$ cat config.mk
export PLATFORM = sky130hd
export DESIGN_NAME = lsl_driver
export DESIGN_NICKNAME = d
export VERILOG_FILES = /design/src/lsl_pkg.sv /design/src/lsl_sync.sv /design/src/lsl_driver.sv
export SDC_FILE = /design/constraint.sdc
export NUM_CORES = 1
export LEC_CHECK = 0
export BUFFER_PORTS_ARGS = -buffer_cell sky130_fd_sc_hd__buf_2
export CORE_MARGIN = 8
export CORE_UTILIZATION = 44
export DETAILED_ROUTE_END_ITERATION = 12
export MAX_ROUTING_LAYER = met4
export PLACE_DENSITY = 0.74
export SLEW_MARGIN = 20
export SYNTH_ARGS = -nofsm -noshare
export SYNTH_HDL_FRONTEND = slang
export SYNTH_SLANG_ARGS = --single-unit
$ cat constraint.sdc
create_clock -name clk_in -period 1.6 [get_ports clk_in]
set_input_delay 0.24 -clock clk_in [delete_from_list [all_inputs] [get_ports clk_in]]
set_output_delay 0.24 -clock clk_in [all_outputs]
set_load 0.05 [all_outputs]
$ cat src/lsl_pkg.sv
package lsl_pkg;
  // word width and synchroniser depth
  localparam int LSL_WIDTH = 16;
  localparam int LSL_SYNC_STAGES = 2;
  // reset values
  localparam logic [15:0] LSL_SHIFT_RST = 16'h0000;
  localparam logic [15:0] LSL_LATCH_RST = 16'h0000;
  localparam logic [1:0] LSL_SYNC_RST = 2'h0;
  // bit positions
  localparam int LSL_MSB_POS = 15;
  localparam int LSL_LSB_POS = 0;
  // cycles from a link clock edge to the shift register update (the edge pulse comes one cycle earlier)
  localparam int LSL_EDGE_LAT = 3;

  // serial link inputs from the host controller
  typedef struct packed {
    logic serial_clock;
    logic serial_data;
    logic latch_load;
    logic output_enable_n;
  } lsl_link_s;

  // per-pin sink drive: output enable plus level
  typedef struct packed {
    logic [15:0] oe;
    logic [15:0] level;
  } lsl_sink_s;
endpackage : lsl_pkg

$ cat src/lsl_sync.sv
`timescale 1ns/1ps
// two-flop synchroniser and edge finder for one link pin
module lsl_sync (
  input wire logic clk_in,
  input wire logic rstn_in,
  input wire logic pin_in,
  output logic level_out,
  output logic rise_out,
  output logic fall_out
);
  import lsl_pkg::*;

  logic [1:0] sync_reg; // [0] first stage, read only by [1]
  logic [1:0] sync_next;
  logic prev_reg; // delayed copy of the clean level
  logic prev_next;

  // next state: shift the pin through both stages
  always_comb begin
    sync_next = {sync_reg[0], pin_in};
    prev_next = sync_reg[1];
  end

  // register stage with synchronous reset
  always_ff @(posedge clk_in) begin
    if (!rstn_in) begin
      sync_reg <= LSL_SYNC_RST;
      prev_reg <= 1'b0;
    end else begin
      sync_reg <= sync_next;
      prev_reg <= prev_next;
    end
  end

  // edges come from the second stage and its delayed copy only
  assign level_out = sync_reg[1];
  assign rise_out = sync_reg[1] & ~prev_reg;
  assign fall_out = ~sync_reg[1] & prev_reg;
endmodule : lsl_sync

$ cat src/lsl_driver.sv
`timescale 1ns/1ps
// Summary of operation
// - shift serial data on serial clock rise
// - latches follow shift register while load high
// - load falling edge captures; hold while low
// - enable high releases all sinks, latches kept
// - enable low: each sink follows latch
// - last shift bit driven out on rise
// - sixteen open-drain sinks, on or released
// - input bit appears out sixteen clocks later
// - shift and latch ignore output enable
module lsl_driver (
  input wire logic clk_in,
  input wire logic rstn_in,
  input wire lsl_pkg::lsl_link_s link_in,
  output logic serial_data_out,
  output lsl_pkg::lsl_sink_s led_sink_outputs_out
);
  import lsl_pkg::*;

  logic clk_rise; // serial clock rising edge pulse
  logic data_lvl; // synchronised serial data
  logic load_lvl; // synchronised latch_load level
  logic load_fall; // latch_load falling edge pulse
  logic oen_lvl; // synchronised output enable, low active

  // serial clock edge finder
  lsl_sync u_clk_sync (
    .clk_in(clk_in),
    .rstn_in(rstn_in),
    .pin_in(link_in.serial_clock),
    .level_out(),
    .rise_out(clk_rise),
    .fall_out()
  );

  // serial data synchroniser; same depth keeps it aligned with clock
  lsl_sync u_data_sync (
    .clk_in(clk_in),
    .rstn_in(rstn_in),
    .pin_in(link_in.serial_data),
    .level_out(data_lvl),
    .rise_out(),
    .fall_out()
  );

  // latch_load synchroniser
  lsl_sync u_load_sync (
    .clk_in(clk_in),
    .rstn_in(rstn_in),
    .pin_in(link_in.latch_load),
    .level_out(load_lvl),
    .rise_out(),
    .fall_out(load_fall)
  );

  // output enable synchroniser
  lsl_sync u_oen_sync (
    .clk_in(clk_in),
    .rstn_in(rstn_in),
    .pin_in(link_in.output_enable_n),
    .level_out(oen_lvl),
    .rise_out(),
    .fall_out()
  );

  logic [15:0] shift_reg; // serial shift register
  logic [15:0] shift_next;
  logic [15:0] latch_reg; // output latches
  logic [15:0] latch_next;
  logic sdo_reg; // serial data out
  logic sdo_next;
  lsl_sink_s sink_reg; // sink pin drive
  lsl_sink_s sink_next;

  // shift path and latch path, independent of enable
  always_comb begin
    shift_next = shift_reg;
    sdo_next = sdo_reg;
    if (clk_rise) begin
      shift_next = {shift_reg[LSL_MSB_POS-1:0], data_lvl};
      sdo_next = shift_reg[LSL_MSB_POS];
    end
    latch_next = latch_reg;
    if (load_lvl) begin
      latch_next = shift_next;
    end else if (load_fall) begin
      latch_next = shift_reg;
    end
  end

  // sink drive per channel
  always_comb begin
    for (int n = LSL_LSB_POS; n < LSL_WIDTH; n++) begin
      // pulling low only; released pins are not driven
      sink_next.level[n] = 1'b0;
      // on when enabled and latch bit set
      sink_next.oe[n] = ~oen_lvl & latch_reg[n];
    end
  end

  // register all state
  always_ff @(posedge clk_in) begin
    if (!rstn_in) begin
      shift_reg <= LSL_SHIFT_RST;
      latch_reg <= LSL_LATCH_RST;
      sdo_reg <= 1'b0;
      sink_reg <= '0;
    end else begin
      shift_reg <= shift_next;
      latch_reg <= latch_next;
      sdo_reg <= sdo_next;
      sink_reg <= sink_next;
    end
  end

  assign serial_data_out = sdo_reg;
  assign led_sink_outputs_out = sink_reg;
endmodule : lsl_driver

==> metrics.csv <==
metric,value,unit
outcome,"complete, no violations",
yosys.area.top_type_share,52.8,%
area_growth,12.4,%
r2r_start,u_load_sync.prev_reg$_SDFF_PN0_,
utilization,50.2,%
clock_latency,330,ps
cts_max_level,3,
wl_met2,1.55,mm
synth_edf_count,0,
drc,0,
period_share,81.9,%
ys_warn_count,0,
fin_area,0.00251,mm^2
hold_buffers,0,
vias,1286,
grt_pass1_wl,6.10,mm
period_needed,1310,ps
ys_async_sr_fraction,0,%
ant_nets,0,
synth-simple-area-share,13.0,%
peakVddDrop,0.000809,V
highest_layer,met4,
core-area,0.00501,mm^2
maxCapViolations,0,
die_x,87.3,um
avgSynthCellArea,11.3,um^2
cts_tree,done,
ys_ff_latch,59,
clkTransAtPathRegs,60,ps
synthFlopType,dfxtp_1,
synth_compound_area_share,7.16,%
rrSetupSlack,290,ps
grt_start_max_net_pins,44,
drive_gt1_share,26.0,%
clock.fmax,763,MHz
antenna_cells,0,
slew_violations,0,
end_kind,register,
grt_pass1_vias,1371,
synthTopCellsByCount,"59 x dfxtp_1, 25 x and2_1, 17 x mux2i_1, 17 x nor2b_1",
synthCells,198,
synth_top_family_by_area,multiplexers,
route.met3.wl,155,um
detailedPlace.worstSlack,296,ps
synthAdderAreaFrac,0,%
drt-total-wl,3.45,mm
ys_types,17,
initial_core_util,44.7,%
cts_resized,0,
place_area,0.00232,mm^2
fp.dieArea,0.00762,mm^2
slowest_stage,mux2_2,
hold_class,in2reg,
critPathMaxStageDelay,370,ps
r2r_cells,4,
min_from,link_in[2],
grtUsageTotal,10.9,%
antenna_found_initial,0,
arrival,1520,ps
worst_r2r_endpoint,latch_reg[11]$_SDFFE_PN0P_,
required,1810,ps
synth.mux.area_fraction,17.3,%
wl_met1,1.63,mm
start_kind,register,
rsz0062_at_grt,false,
setup_viol,0,
seq_area_frac_synth,52.8,%
finalPower,0.00308,W
root_buffer,clkbuf_8,
port_buffers,22,
ios,39,
cts_sinks,59,
cp_max_fo,16,
timing.final.ws_setup,289,ps
critical_path_class,reg2reg,
fp-row-count,26,
fin_tns_setup,0,ps
p_leak,1.05,nW
synth_xor_area_share,0,%
yosys.area.top_type,dfxtp_1,
hpwl,2.13,mm
synth.area.top_cells,"dfxtp_1 53%, mux2i_1 7.6%, and2_1 7.0%",
fin_nets,228,
yosysMostFrequentCell,dfxtp_1,
hold_violations,0,
pwr_density_cell,1230,mW/mm^2
die_h,87.3,um
numCtsBuffers,9,
overflow,0,
cts_buffer_depth,2,
crit_chain,buf_4 -> mux2_2 -> o21ai_0 -> a21oi_1,
hold_path_end,u_data_sync.sync_reg[0]$_SDFF_PN0_,
dr.pass1.iters,4,
n_fill_cell,492,
viasPerCell,4.33,
netlist_area,0.00224,mm^2
fin_skew,4.42,ps
drt_iter0_drc,119,
worstHoldPathCells,2,
place.gp.congestion,0.670,
cts_setup_buffers,0,
wire_per_inst,11.6,um
## report_power, final
part | switching, W | leakage, nW | total [W] | internal [W]
clock network | 0.000549 | 0.0991 | 0.00130 | 0.000753
registers | 0.0000135 | 0.480 | 0.00152 | 0.00151
logic | 0.000184 | 0.469 | 0.000259 | 0.0000753
## layout by cell type, fill, tap and decap left out, types with 3 or more instances in the layout
cell,count
and2_1,25
buf_4,3
mux2_2,6
conb_1,16
nor2b_1,17
mux2_4,10
o21ai_1,10
buf_2,22
o21ai_0,6
clkinv_2,3
clkbuf_8,10
mux2i_1,17
a21oi_1,16
dfxtp_1,59
## critical path, delay by kind of cell (launching register included)
family | cells | cell delay (ps)
AO/OA/AOI/OAI | 2 | 230
buffers and inverters | 1 | 280
flip-flops | 1 | 310
multiplexers | 1 | 370
## metal layers
layer | GRT usage (%) | vias to the layer above
met5 | - | -
met4 | 8.91 | 0
met3 | 3.77 | 12
met2 | 16.0 | 30
met1 | 11.7 | 569
li1 | - | 675
## cell families after synthesis
family / Yosys count
DFF: 59
AOI/OAI and AO/OA: 32
and+or+nand+nor: 45
other: 1
buffers and inverters: 28
muxes: 33
## worst max path at each step
stage,startpoint,depth (start not counted),end
2_1_floorplan,u_load_sync.prev_reg$_SDFF_PN0_,5,latch_reg[7]$_SDFFE_PN0P_
3_3_place_gp,u_load_sync.prev_reg$_SDFF_PN0_,4,latch_reg[12]$_SDFFE_PN0P_
3_5_place_dp,u_load_sync.prev_reg$_SDFF_PN0_,4,latch_reg[11]$_SDFFE_PN0P_
4_1_cts,u_load_sync.prev_reg$_SDFF_PN0_,4,latch_reg[11]$_SDFFE_PN0P_
5_1_grt,u_load_sync.prev_reg$_SDFF_PN0_,4,latch_reg[10]$_SDFFE_PN0P_
6_report,u_load_sync.prev_reg$_SDFF_PN0_,4,latch_reg[11]$_SDFFE_PN0P_
## through the flow
step | hold slack (ps) | cells
finish | 109 | 297
detailed placement | 421 | 281
CTS | 91.7 | 297
global route | 103 | 297
floorplan | 367 | 213
global placement | 414 | 281
## area by class of cell
| type | instances | area (um^2) | share of cell area [%] |
|---|---|---|---|
| Sequential cell | 59 | 1180 | 47.0 |
| Clock inverter | 5 | 52.6 | 2.09 |
| Multi-Input combinational cell | 126 | 900 | 35.8 |
| Clock buffer | 11 | 141 | 5.62 |
| Timing Repair Buffer | 26 | 153 | 6.07 |
| Tap cell | 70 | 87.6 | 3.48 |
(Power assumes the default switching activity.)
